===== src/ssp_pkg.sv =====
// Constants and the register map of the serial register port.
// Assumes a single clock domain; all offsets are the 15-bit serial addresses.
package ssp_pkg;

  // ==========================================================================
  // Frame layout and pin filter
  // ==========================================================================
  localparam int          SSP_HEAD_BITS  = 16;
  localparam int          SSP_BYTE_BITS  = 8;
  localparam int          SSP_SYNC_DEPTH = 3;
  localparam logic [14:0] SSP_ADDR_ONE   = 15'h0001;

  // ==========================================================================
  // Field positions
  // ==========================================================================
  localparam int SSP_ASC_BIT_HI = 5;
  localparam int SSP_ASC_BIT_LO = 2;
  localparam int SSP_HOLD_BIT   = 0;
  localparam int SSP_ALARM_BITS = 6;

  // ==========================================================================
  // Register kinds and map
  // ==========================================================================
  localparam logic [1:0] SSP_K_RW = 2'h0;
  localparam logic [1:0] SSP_K_RO = 2'h1;
  localparam logic [1:0] SSP_K_WC = 2'h2;

  typedef struct packed {
    logic [14:0] addr;
    logic [7:0]  rst;
    logic [1:0]  kind;
  } ssp_entry_type;

  localparam logic [14:0] SSP_CFG_ADDR   = 15'h0000;
  localparam logic [14:0] SSP_CAT_ADDR   = 15'h0003;
  localparam logic [14:0] SSP_PID_ADDR   = 15'h0004;
  localparam logic [14:0] SSP_MAKL_ADDR  = 15'h000c;
  localparam logic [14:0] SSP_MAKH_ADDR  = 15'h000d;
  localparam logic [14:0] SSP_USER_ADDR  = 15'h0010;
  localparam logic [14:0] SSP_SREF_ADDR  = 15'h002c;
  localparam logic [14:0] SSP_CALST_ADDR = 15'h006a;
  localparam logic [14:0] SSP_LINK_ADDR  = 15'h0208;
  localparam logic [14:0] SSP_ALM_ADDR   = 15'h02c1;

  localparam int SSP_NB      = 52;
  localparam int SSP_CFG_IDX = 0;
  localparam int SSP_USR_IDX = 6;
  localparam int SSP_ALM_IDX = 51;

  // Two-byte registers sit low byte first.  Trim entries hold the fuse default.
  localparam ssp_entry_type SSP_MAP [SSP_NB] = '{
    '{SSP_CFG_ADDR, 8'h30, SSP_K_RW}, '{15'h0002, 8'h00, SSP_K_RW},
    '{SSP_CAT_ADDR, 8'h00, SSP_K_RO}, '{SSP_PID_ADDR, 8'h00, SSP_K_RO},
    '{SSP_MAKL_ADDR, 8'h00, SSP_K_RO}, '{SSP_MAKH_ADDR, 8'h00, SSP_K_RO},
    '{SSP_USER_ADDR, 8'h00, SSP_K_RW}, '{15'h0029, 8'h00, SSP_K_RW},
    '{15'h002a, 8'h00, SSP_K_RW}, '{15'h002b, 8'h11, SSP_K_RW},
    '{SSP_SREF_ADDR, 8'h00, SSP_K_RO}, '{15'h0030, 8'h00, SSP_K_RW},
    '{15'h0031, 8'ha0, SSP_K_RW}, '{15'h0032, 8'h00, SSP_K_RW},
    '{15'h0033, 8'ha0, SSP_K_RW}, '{15'h0038, 8'h00, SSP_K_RW},
    '{15'h003b, 8'h00, SSP_K_RW}, '{15'h0048, 8'h00, SSP_K_RW},
    '{15'h0060, 8'h01, SSP_K_RW}, '{15'h0061, 8'h01, SSP_K_RW},
    '{15'h0062, 8'h01, SSP_K_RW}, '{15'h0064, 8'h02, SSP_K_RW},
    '{15'h0068, 8'h61, SSP_K_RW}, '{SSP_CALST_ADDR, 8'h00, SSP_K_RO},
    '{15'h006b, 8'h00, SSP_K_RW}, '{15'h006c, 8'h01, SSP_K_RW},
    '{15'h006e, 8'h88, SSP_K_RW}, '{15'h0070, 8'h00, SSP_K_RW},
    '{15'h0071, 8'h00, SSP_K_RW}, '{15'h007a, 8'h00, SSP_K_RW},
    '{15'h007b, 8'h00, SSP_K_RW}, '{15'h007c, 8'h00, SSP_K_RW},
    '{15'h007e, 8'h00, SSP_K_RW}, '{15'h007f, 8'h00, SSP_K_RW},
    '{15'h009d, 8'h00, SSP_K_RW}, '{15'h0160, 8'h00, SSP_K_RW},
    '{15'h0200, 8'h01, SSP_K_RW}, '{15'h0201, 8'h02, SSP_K_RW},
    '{15'h0202, 8'h1f, SSP_K_RW}, '{15'h0203, 8'h01, SSP_K_RW},
    '{15'h0204, 8'h03, SSP_K_RW}, '{15'h0205, 8'h00, SSP_K_RW},
    '{15'h0206, 8'h00, SSP_K_RW}, '{15'h0207, 8'h00, SSP_K_RW},
    '{SSP_LINK_ADDR, 8'h00, SSP_K_RO}, '{15'h0209, 8'h00, SSP_K_RW},
    '{15'h020a, 8'h00, SSP_K_RW}, '{15'h020b, 8'h00, SSP_K_RW},
    '{15'h020f, 8'h00, SSP_K_RW}, '{15'h0210, 8'h00, SSP_K_RW},
    '{15'h0211, 8'hf2, SSP_K_RW}, '{SSP_ALM_ADDR, 8'h3f, SSP_K_WC}
  };

  typedef enum logic [1:0] {
    SSP_ST_IDLE,
    SSP_ST_HEAD,
    SSP_ST_DATA
  } ssp_state_type;

endpackage


===== src/ssp_serial_port.sv =====
// Serial register port: 24-bit frames with streaming, plus the register file.
// Assumes the serial pins are asynchronous to clock_in and that the serial
// clock is much slower than clock_in (at least four system cycles per phase).
`timescale 1ns/1ps

module ssp_serial_port
  import ssp_pkg::*;
#(
  parameter logic [7:0]  PART_CATEGORY = 8'h5a,
  parameter logic [7:0]  PART_ID       = 8'h21,
  parameter logic [15:0] MAKER_ID      = 16'h1234
) (
  input  wire logic                      clock_in,
  input  wire logic                      sys_rst_in,
  input  wire logic                      port_select_n_in,
  input  wire logic                      port_clk_in,
  input  wire logic                      port_data_in_in,
  input  wire logic [7:0]                sysref_capture_position_in,
  input  wire logic [7:0]                cal_state_in,
  input  wire logic [7:0]                link_status_in,
  input  wire logic [SSP_ALARM_BITS-1:0] alarm_set_in,
  output logic                           port_data_out_out,
  output logic                           port_data_out_oe_out,
  output logic [SSP_ALARM_BITS-1:0]      alarm_flags_out
);

  // ==========================================================================
  // Pin synchronisers
  // ==========================================================================
  // Bit 0 select, bit 1 clock, bit 2 data.  A level is believed only when the
  // second and third stages agree, which also rejects a single-cycle glitch.
  logic [2:0] sync1_r;
  logic [2:0] sync2_r;
  logic [2:0] sync3_r;
  logic [2:0] filt_r;
  logic [2:0] filt_nxt;

  always_ff @(posedge clock_in or posedge sys_rst_in) begin
    if (sys_rst_in) begin
      sync1_r <= 3'h7;
      sync2_r <= 3'h7;
      sync3_r <= 3'h7;
    end else begin
      sync1_r <= {port_data_in_in, port_clk_in, port_select_n_in};
      sync2_r <= sync1_r;
      sync3_r <= sync2_r;
    end
  end

  always_comb begin
    for (int b = 0; b < SSP_SYNC_DEPTH; b++) begin
      filt_nxt[b] = (sync2_r[b] == sync3_r[b]) ? sync3_r[b] : filt_r[b];
    end
  end

  always_ff @(posedge clock_in or posedge sys_rst_in) begin
    if (sys_rst_in) begin
      filt_r <= 3'h7;
    end else begin
      filt_r <= filt_nxt;
    end
  end

  logic sel_fall;
  logic sel_rise;
  logic sck_rise;
  logic sdi_bit;

  assign sel_fall = filt_r[0] && !filt_nxt[0];
  assign sel_rise = !filt_r[0] && filt_nxt[0];
  assign sck_rise = !filt_r[1] && filt_nxt[1] && !filt_nxt[0];
  assign sdi_bit  = filt_nxt[2];

  // ==========================================================================
  // Frame sequencer
  // ==========================================================================
  ssp_state_type state_r;
  logic [4:0]    cnt_r;
  logic [14:0]   shift_r;
  logic          read_r;
  logic [14:0]   addr_r;
  logic [14:0]   addr_nxt;
  logic [7:0]    mem_r [SSP_NB];
  logic          byte_done;
  logic          head_done;
  logic          wr_fire;
  logic [7:0]    wr_data;
  logic          load_r;
  logic          step_up;
  logic          step_hold;

  // Mirrored direction bits: either one set selects ascending.
  assign step_up   = mem_r[SSP_CFG_IDX][SSP_ASC_BIT_HI]
                   | mem_r[SSP_CFG_IDX][SSP_ASC_BIT_LO];
  assign step_hold = mem_r[SSP_USR_IDX][SSP_HOLD_BIT];

  assign head_done = (state_r == SSP_ST_HEAD) && sck_rise
                   && (cnt_r == 5'(SSP_HEAD_BITS - 1));
  assign byte_done = (state_r == SSP_ST_DATA) && sck_rise
                   && (cnt_r == 5'(SSP_BYTE_BITS - 1));
  // Only a write frame stores, and only once its whole byte has arrived.
  assign wr_fire   = byte_done && !read_r;
  assign wr_data   = {shift_r[6:0], sdi_bit};

  always_comb begin
    if (step_hold) begin
      addr_nxt = addr_r;
    end else if (step_up) begin
      addr_nxt = addr_r + SSP_ADDR_ONE;
    end else begin
      addr_nxt = addr_r - SSP_ADDR_ONE;
    end
  end

  always_ff @(posedge clock_in or posedge sys_rst_in) begin
    if (sys_rst_in) begin
      state_r <= SSP_ST_IDLE;
      cnt_r   <= 5'h00;
      shift_r <= 15'h0000;
      read_r  <= 1'b0;
      addr_r  <= 15'h0000;
    end else if (sel_rise || filt_nxt[0]) begin
      state_r <= SSP_ST_IDLE;
      cnt_r   <= 5'h00;
    end else if (sel_fall) begin
      state_r <= SSP_ST_HEAD;
      cnt_r   <= 5'h00;
    end else if (sck_rise) begin
      unique case (state_r)
        SSP_ST_IDLE: begin
          cnt_r <= 5'h00;
        end
        SSP_ST_HEAD: begin
          shift_r <= {shift_r[13:0], sdi_bit};
          cnt_r   <= cnt_r + 5'h01;
          if (head_done) begin
            read_r  <= shift_r[14];
            addr_r  <= {shift_r[13:0], sdi_bit};
            state_r <= SSP_ST_DATA;
            cnt_r   <= 5'h00;
          end
        end
        SSP_ST_DATA: begin
          shift_r <= {shift_r[13:0], sdi_bit};
          cnt_r   <= cnt_r + 5'h01;
          if (byte_done) begin
            cnt_r  <= 5'h00;
            addr_r <= addr_nxt;
          end
        end
      endcase
    end
  end

  // ==========================================================================
  // Read path and data out
  // ==========================================================================
  logic [7:0] rd_byte;
  logic [7:0] out_r;

  always_comb begin
    rd_byte = 8'h00;
    for (int i = 0; i < SSP_NB; i++) begin
      if (SSP_MAP[i].addr == addr_r) begin
        rd_byte = mem_r[i];
      end
    end
  end

  // The byte to return is fetched one cycle after the address settles.
  // At the end of the header the direction flag is still that of the last
  // frame, so the direction bit is taken straight from the shifter there.
  // Fetching late also lets a streamed read see the address stepped after the last byte.
  logic read_now;

  assign read_now = head_done ? shift_r[14] : read_r;

  always_ff @(posedge clock_in or posedge sys_rst_in) begin
    if (sys_rst_in) begin
      load_r <= 1'b0;
    end else begin
      load_r <= !filt_nxt[0] && read_now && (head_done || byte_done) && !sel_rise;
    end
  end

  always_ff @(posedge clock_in or posedge sys_rst_in) begin
    if (sys_rst_in) begin
      out_r                <= 8'h00;
      port_data_out_out    <= 1'b0;
      port_data_out_oe_out <= 1'b0;
    end else if (filt_nxt[0] || state_r != SSP_ST_DATA || !read_r) begin
      port_data_out_oe_out <= 1'b0;
      port_data_out_out    <= 1'b0;
    end else if (load_r) begin
      out_r                <= {rd_byte[6:0], 1'b0};
      port_data_out_out    <= rd_byte[7];
      port_data_out_oe_out <= 1'b1;
    end else if (sck_rise && !byte_done) begin
      out_r             <= {out_r[6:0], 1'b0};
      port_data_out_out <= out_r[7];
    end
  end

  // ==========================================================================
  // Register file
  // ==========================================================================
  // Read-only entries follow their source every cycle; writes to them drop.
  for (genvar i = 0; i < SSP_NB; i++) begin : g_reg
    if (SSP_MAP[i].kind == SSP_K_RW) begin : g_rw
      always_ff @(posedge clock_in or posedge sys_rst_in) begin
        if (sys_rst_in) begin
          mem_r[i] <= SSP_MAP[i].rst;
        end else if (wr_fire && addr_r == SSP_MAP[i].addr) begin
          mem_r[i] <= wr_data;
        end
      end
    end else if (SSP_MAP[i].kind == SSP_K_WC) begin : g_wc
      // A new alarm in the cycle of a clearing write still sets its flag.
      always_ff @(posedge clock_in or posedge sys_rst_in) begin
        if (sys_rst_in) begin
          mem_r[i] <= SSP_MAP[i].rst;
        end else if (wr_fire && addr_r == SSP_MAP[i].addr) begin
          mem_r[i] <= (mem_r[i] & ~wr_data) | {2'h0, alarm_set_in};
        end else begin
          mem_r[i] <= mem_r[i] | {2'h0, alarm_set_in};
        end
      end
    end else begin : g_ro
      logic [7:0] src;
      always_comb begin
        unique case (SSP_MAP[i].addr)
          SSP_CAT_ADDR:   src = PART_CATEGORY;
          SSP_PID_ADDR:   src = PART_ID;
          SSP_MAKL_ADDR:  src = MAKER_ID[7:0];
          SSP_MAKH_ADDR:  src = MAKER_ID[15:8];
          SSP_SREF_ADDR:  src = sysref_capture_position_in;
          SSP_CALST_ADDR: src = cal_state_in;
          SSP_LINK_ADDR:  src = link_status_in;
          default:        src = 8'h00;
        endcase
      end
      always_ff @(posedge clock_in or posedge sys_rst_in) begin
        if (sys_rst_in) begin
          mem_r[i] <= SSP_MAP[i].rst;
        end else begin
          mem_r[i] <= src;
        end
      end
    end
  end

  assign alarm_flags_out = mem_r[SSP_ALM_IDX][SSP_ALARM_BITS-1:0];

endmodule


===== config.mk =====
export PLATFORM = sky130hd
export DESIGN_NAME = ssp_serial_port
export DESIGN_NICKNAME = d
export VERILOG_FILES = /design/src/ssp_pkg.sv /design/src/ssp_serial_port.sv
export SDC_FILE = /design/constraint.sdc
export NUM_CORES = 1
export LEC_CHECK = 0
export ABC_CLOCK_PERIOD_IN_PS = 17460
export CAP_MARGIN = 20
export CELL_PAD_IN_SITES_DETAIL_PLACEMENT = 1
export CELL_PAD_IN_SITES_GLOBAL_PLACEMENT = 1
export CORE_ASPECT_RATIO = 0.5
export CORE_MARGIN = 2
export CORE_UTILIZATION = 45
export DETAILED_ROUTE_END_ITERATION = 12
export DONT_BUFFER_PORTS = 1
export HOLD_SLACK_MARGIN = 0.03
export PLACE_DENSITY = 0.81
export SETUP_SLACK_MARGIN = 0.1
export SLEW_MARGIN = 15
export SYNTH_ARGS = -nofsm -noshare
export SYNTH_HDL_FRONTEND = slang
export SYNTH_SLANG_ARGS = --single-unit

===== constraint.sdc =====
create_clock -name clock_in -period 17.46 [get_ports clock_in]
set_clock_uncertainty 0.2 [all_clocks]
set_input_delay 2.619 -clock clock_in [delete_from_list [all_inputs] [get_ports clock_in]]
set_output_delay 2.619 -clock clock_in [all_outputs]
set_load 0.01 [all_outputs]

==> results.md, run 1 <==
* Top-count cell post-synth: dfrtp_1
* Core Region at ~47000 µm²
* Worst Path Required at between 15 and 20 ns
* Mapped Cells at 1875
* Total Wirelength at 76900 µm
* Die area at 49900 µm²
* Detailed Routing Iterations Pass 1 at 5
* Setup TNS at 0 ns
* Clk buf depth at 3
* Max_slew headroom at 21.4%
* GP Congestion at 1.03
* Slowest CP cell: a2111oi_0
* Iteration-0 DRC count of the detailed router at 1995
* Crit end category: flop
* Gr ovfl total at 0
* Period minus WS final at 5.28 ns
* Hold crit path type: flop to flop
* Netlist cell types at 87
* Share of cells above drive strength 1 at 30.0%
* Leading post-synthesis cells by cell area: dfrtp_1 (46%), mux2_2 (19%), dfstp_2 (6.2%)
* Fin Hold WS at between 0.15 and 0.2 ns
* Worst VDD drop at 0.0599 mV
* Top cell type's share of synthesized area at between 40 and 50%
* Avg Cell Area, Syn at approximately 12 µm²
* HPWL Detailed at 52000 µm
* Synth warnings at 0
* Setup Crit Path Kind: flop to flop
* R2R depth at 10
* Worst-Margin Slew at 1.17 ns
* # IOs at 43
* Final hold vios at 0
* Post-synthesis sequential area ratio at about half
* Flop-to-flop setup slack at 12.18 ns
* Cell Pwr Density at around 88 nW/µm²
* CTS sink cnt at 445
* Nets at ~1900
* Reg clk slew, reported paths at 0.07 ns
* CTS buffer count at 42
* Synth top cells by count: dfrtp_1 (394), mux2_2 (356), nand2_1 (125)
* RR Endpoint: out_r[2]$_DFFE_PP0P_
* Top_reg_cell synth: dfrtp_1
* CTS root buffer: clkbuf_16
* WL per Instance at around 30 µm
* Worst-Skew Late Latency at approximately 0.57 ns
* Critical Path AT at 5.50 ns
* Outcome: completed
* Worst hold endpoint: sync2_r[1]$_DFF_PP1_
* Routed Antenna Nets at 0
* Final Power at 2100 µW
* RSZ-0062 raised after global routing: false
* Seq cells post-synth at 445
* Area delta synth->final at 10.5%
* Die height at 159 µm
* Crit start category: flop
* Core Rows at 56
* Post-Syn Nets at between 1500 and 2000
* Lkg Pwr at 0.0106 µW
* Crit-path cells: buf_4, or4b_1, nor3_1, and4_1, a221oi_1, nand3_1, a2111oi_0, o21ai_0, a21oi_1, nor3_1
* Initial antenna violation count at 1
* Resize count post-CTS at 0
* Mapped Area at 21600 µm²
* CP max stage delay at 0.83 ns
* Hold Path Depth at 0
* Setup Viol. Count Final at 0
* Final cycle utilization of the critical path at between 30% and 40%
* Number of global-route vias before repair at 17700
* Number of max-cap violations at 0
* PortBufs at 0
* Post-synth EDFFs at 0
* Hold buffers post-CTS at 0
* Gr usage total at 30.3%
* Hold_sp: sync1_r[1]$_DFF_PP1_
* Peak Freq at 189 MHz
* Worst r2r src: addr_r[1]$_DFFE_PP0P_
* Post-synth top area cell: dfrtp_1
* Total number of vias at 17300
* Routed vias/inst at 6.87
* Htree depth at 2
* CP Max Fanout at 50
* Pin count of the biggest net entering global routing at between 150 and 200
* Post-CTS Setup Bufs at 0
* Ys async rst share at 100%
* Die width at roughly 310 µm
* Crit-path most repeated cell: nor3_1
* Initial core utilization at a little under half
* First-pass GRT wire length at 115000 µm
* CTS tree: yes
* # DRC at 0
* Pins Over Slew Limit at 0
## cells by family after synthesis
logic type	after synthesis	share of synthesized area, %
multiplexers	369	19.1
AO/OA/AOI/OAI	391	12.4
flip-flops	445	51.8
other	1	0.0173
buffers and inverters	132	2.54
adder cells (fa/ha/maj)	20	1.17
AND/OR/NAND/NOR	507	12.5
XOR/XNOR	10	0.405
## area by class of cell
class	count	area, µm²
repair buffers	49	434
well taps	638	798
clock inverters	17	229
multi-input cells	1298	9920
inverters	18	75.1
clock buffers	60	1240
diodes	1	2.50
flip-flops and latches	445	11200
fillers	4842	23300
## worst max-delay path by stage
stage	start	to	slack, ns
finish	addr_r[1]$_DFFE_PP0P_	out_r[2]$_DFFE_PP0P_	12.18
global route	addr_r[1]$_DFFE_PP0P_	out_r[2]$_DFFE_PP0P_	12.28
CTS	addr_r[1]$_DFFE_PP0P_	out_r[2]$_DFFE_PP0P_	12.58
detailed placement	addr_r[1]$_DFFE_PP0P_	out_r[2]$_DFFE_PP0P_	12.61
global placement	addr_r[1]$_DFFE_PP0P_	out_r[2]$_DFFE_PP0P_	12.76
floorplan	sys_rst_in	addr_r[0]$_DFFE_PP0P_	2.33
## sequential cells by signal (all words and copies together), names as in the netlist, 2 cells and up
signal / cells
state_r: 2
cnt_r: 5
sync2_r: 3
mem_r: 379
addr_r: 15
sync3_r: 3
sync1_r: 3
filt_r: 3
out_r: 7
alarm_flags_out: 6
shift_r: 15
## where the power goes
group / internal (µW) / switching (µW)
Sequential: 1040 / 5.64
Clock: 572 / 423
Combinational: 7.50 / 49.1
## through the flow
step	cells	area (µm²)	utilization (%)	setup slack [ns]
final	2526	23900	50.7	12.18
after global routing	2525	23900	50.7	12.28
after CTS	2518	23800	50.4	12.58
after detailed placement	2441	22300	47.3	12.61
after global placement	2438	22300	47.3	12.76
after floorplan	1875	21600	-	2.33
## layer usage
metal | vias to the layer above | global-route usage (%) | wire, µm
met1 | 9128 | 42.2 | 31900
li1 | 7022 | - | -
met4 | 2 | 10.7 | 2780
met2 | 986 | 45.2 | 33800
met5 | - | 1.33 | 92
met3 | 210 | 8.71 | 8280
## cells in the final DEF (no fill, tap or decap), drive strengths merged, types with 15 or more instances in the layout
master,n
nor2,119
clkbuf,61
nand3,55
a21o,15
a221oi,26
dfstp,51
o22ai,35
mux2,356
nor3,52
ha,17
o221ai,16
inv,20
a21oi,65
dfrtp,394
nor4,29
nand2,125
nand4,25
buf,48
o21ai,85
a22oi,32
## worst max-delay path, delay by kind of cell, from the launching register on
| family | cells | cell delay, ns |
|---|---|---|
| AO/OA/AOI/OAI | 4 | 2.16 |
| AND/OR/NAND/NOR | 5 | 1.90 |
| buffers and inverters | 1 | 0.52 |
| flip-flops | 1 | 0.35 |
No activity file was read; power rests on OpenSTA's default activity.
==> run 2, diff against run 1 <==
--- a/config.mk
+++ b/config.mk
@@ -5,7 +5,7 @@
 export SDC_FILE = /design/constraint.sdc
 export NUM_CORES = 1
 export LEC_CHECK = 0
-export ABC_CLOCK_PERIOD_IN_PS = 17460
+export ABC_CLOCK_PERIOD_IN_PS = 5200
 export CAP_MARGIN = 20
 export CELL_PAD_IN_SITES_DETAIL_PLACEMENT = 1
 export CELL_PAD_IN_SITES_GLOBAL_PLACEMENT = 1
==> constraint.sdc (replaced) <==
create_clock -name clock_in -period 5.2 [get_ports clock_in]
set_clock_uncertainty 0.2 [all_clocks]
set_input_delay 0.78 -clock clock_in [delete_from_list [all_inputs] [get_ports clock_in]]
set_output_delay 0.78 -clock clock_in [all_outputs]
set_load 0.01 [all_outputs]
==> run 2 against run 1 <==
Compared with the run above:
- core utilization rose by 0.94 points
- flip-flop and latch count did not move
- largest cell class unchanged
- cell count rose by 2.1%
- final area rose by 1.9%
==> results.md, run 2 (synthesized netlist as in run 1, its figures left out) <==
* Max_slew headroom at 24.3%
* NetSw at 1620 µW
* Die height at roughly 160 µm
* Die width at approximately 310 µm
* Crit start category: flop
* Worst-Margin Slew at 1.12 ns
* # IOs at 43
* Logic pwr share at between 2 and 3%
* Crit end category: flop
* Crit-path most repeated cell: buf_4
* Setup Viol. Count Final at 0
* Hold crit path type: primary input to async pin
* Worst Path Required at 5.44 ns
* Crit-path cells: buf_4, nor4b_1, buf_4, nand4_1, o22ai_1, nor3_1, a2111oi_0, a21oi_1, o21ai_1, a22oi_1
* Cell Pwr Density at between 200 and 300 nW/µm²
* HPWL Detailed at 53100 µm
* WL per Instance at 30.2 µm
* Nets at 1960
* Critical Path AT at 5.02 ns
* Routed vias/inst at 6.66
* Reg clk slew, reported paths at 0.07 ns
* CTS buffer count at 42
* CP max stage delay at 0.89 ns
* Setup TNS at 0 ns
* Gr ovfl total at 0
* Htree depth at 2
* Slowest CP cell: nor4b_1
* Number of global-route vias before repair at around 18000
* Initial core utilization at between 40% and 50%
* Pins Over Slew Limit at 0
* Gr usage total at 31.3%
* Pin count of the biggest net entering global routing at 134
* Final Util at 51.6%
* CTS root buffer: clkbuf_16
* Routed Antenna Nets at 0
* Buf/Inv on CP at 2
* Core Rows at 56
* Share of cells above drive strength 1 at 30.5%
* WL met2 at 34100 µm
* Wl on met1 at 33300 µm
* Worst-Skew Late Latency at 0.58 ns
* Commonest non-fill, non-tap cell in the layout: dfrtp_1
* Iteration-0 DRC count of the detailed router at 2095
* Fin Hold WS at 0.0380 ns
* Commonest non-fill, non-tap cells in the layout: dfrtp_1 (390), mux2_2 (356), nand2_1 (125)
* Total number of vias at about 17000
* Diodes inserted at 0
* Detailed Routing Iterations Pass 1 at 5
* RSZ-0062 raised after global routing: false
* Clock power share at 47.2%
* Number of max-cap violations at 0
* CTS tree: yes
* Post-CTS Setup Bufs at 0
* Initial antenna violation count at 1
* Period minus WS final at 4.79 ns
* Peak Freq at about 210 MHz
* Crit-path leading delay family: compound AO/OA/AOI/OAI gates
* First-pass GRT wire length at between 100000 and 150000 µm
* Core Region at around 47000 µm²
* Clk buf depth at 3
* CP Max Fanout at 20
* Outcome: completed
* Highest routed metal layer: met5
* Internal Power at 5410 µW
* Flop pwr share at 50.2%
* DR WL met3 at slightly below 8000 µm
* Final hold vios at 0
* Register with the most flip-flops: mem_r
* Total Wirelength at 78000 µm
* Hold buffers post-CTS at 20
* Resize count post-CTS at 0
* Lkg Pwr at 0.0108 µW
* Worst VDD drop at 0.201 mV
* PortBufs at 0
* Number of flip-flops in the largest register at 379
* Setup Crit Path Kind: flop to flop
* # DRC at 0
* Sw Ratio at 23.1%
* GP Congestion at 0.998
* CTS sink cnt at between 400 and 500
* Biggest regs: mem_r: 379 flops, addr_r: 15 flops, shift_r: 15 flops
* Die area at 49900 µm²
* Final cycle utilization of the critical path at between 90% and 100%
* Area delta synth->final at 12.6%
## run 2: path summary, 6_finish.rpt
| kind | slack [ns] | cells past startpoint | startpoint | end |
|---|---|---|---|---|
| max in group asynchronous | 3.53 | 2 | sys_rst_in | mem_r[37]$_DFFE_PP0P_ |
| min in group clock_in | 0.05 | 0 | link_status_in[1] | mem_r[57]$_DFF_PP0_ |
| worst max-delay path | 0.41 | 10 | addr_r[3]$_DFFE_PP0P_ | out_r[7]$_DFFE_PP0P_ |
| worst min-delay path | 0.04 | 1 | sys_rst_in | mem_r[187]$_DFFE_PP0P_ |
| worst max register to register | 0.41 | 10 | addr_r[3]$_DFFE_PP0P_ | out_r[7]$_DFFE_PP0P_ |
| worst min register to register | 0.16 | 0 | sync1_r[0]$_DFF_PP1_ | sync2_r[0]$_DFF_PP1_ |
## run 2: metal layers
metal	global-route usage, %	vias up
met5	0	-
met1	43.7	8982
met3	8.93	208
met2	46.5	853
met4	11.2	2
li1	-	7136
## run 2: power groups by stage
| stage | clock network, µW | registers [µW] | logic (µW) |
|---|---|---|---|
| floorplan | 0 | 3560 | 107 |
| global placement | 0 | 3590 | 163 |
| detailed placement | 0 | 3590 | 169 |
| CTS | 3340 | 3530 | 182 |
| global route | 3480 | 3530 | 202 |
| finish | 3310 | 3530 | 186 |
## run 2: final cells by class
class                      instances  area, µm²
fill                            4828      22800
clock buffer                      62       1220
sequential                       445      11200
clock inverter                    16        231
multi-input combinational       1298       9920
timing repair buffer             102        903
tap                              638        798
inverter                          18       71.3
## run 2: through the flow
| stage | setup slack (ns) | cell area, µm² | cells | total power (µW) |
|---|---|---|---|---|
| finish | 0.415 | 24300 | 2579 | 7030 |
| global route | 0.393 | 24300 | 2579 | 7210 |
| CTS | 0.625 | 24300 | 2572 | 7050 |
| detailed placement | 0.679 | 22600 | 2474 | 3760 |
| global placement | 0.601 | 22600 | 2471 | 3750 |
| floorplan | -1.75 | 21600 | 1875 | 3670 |
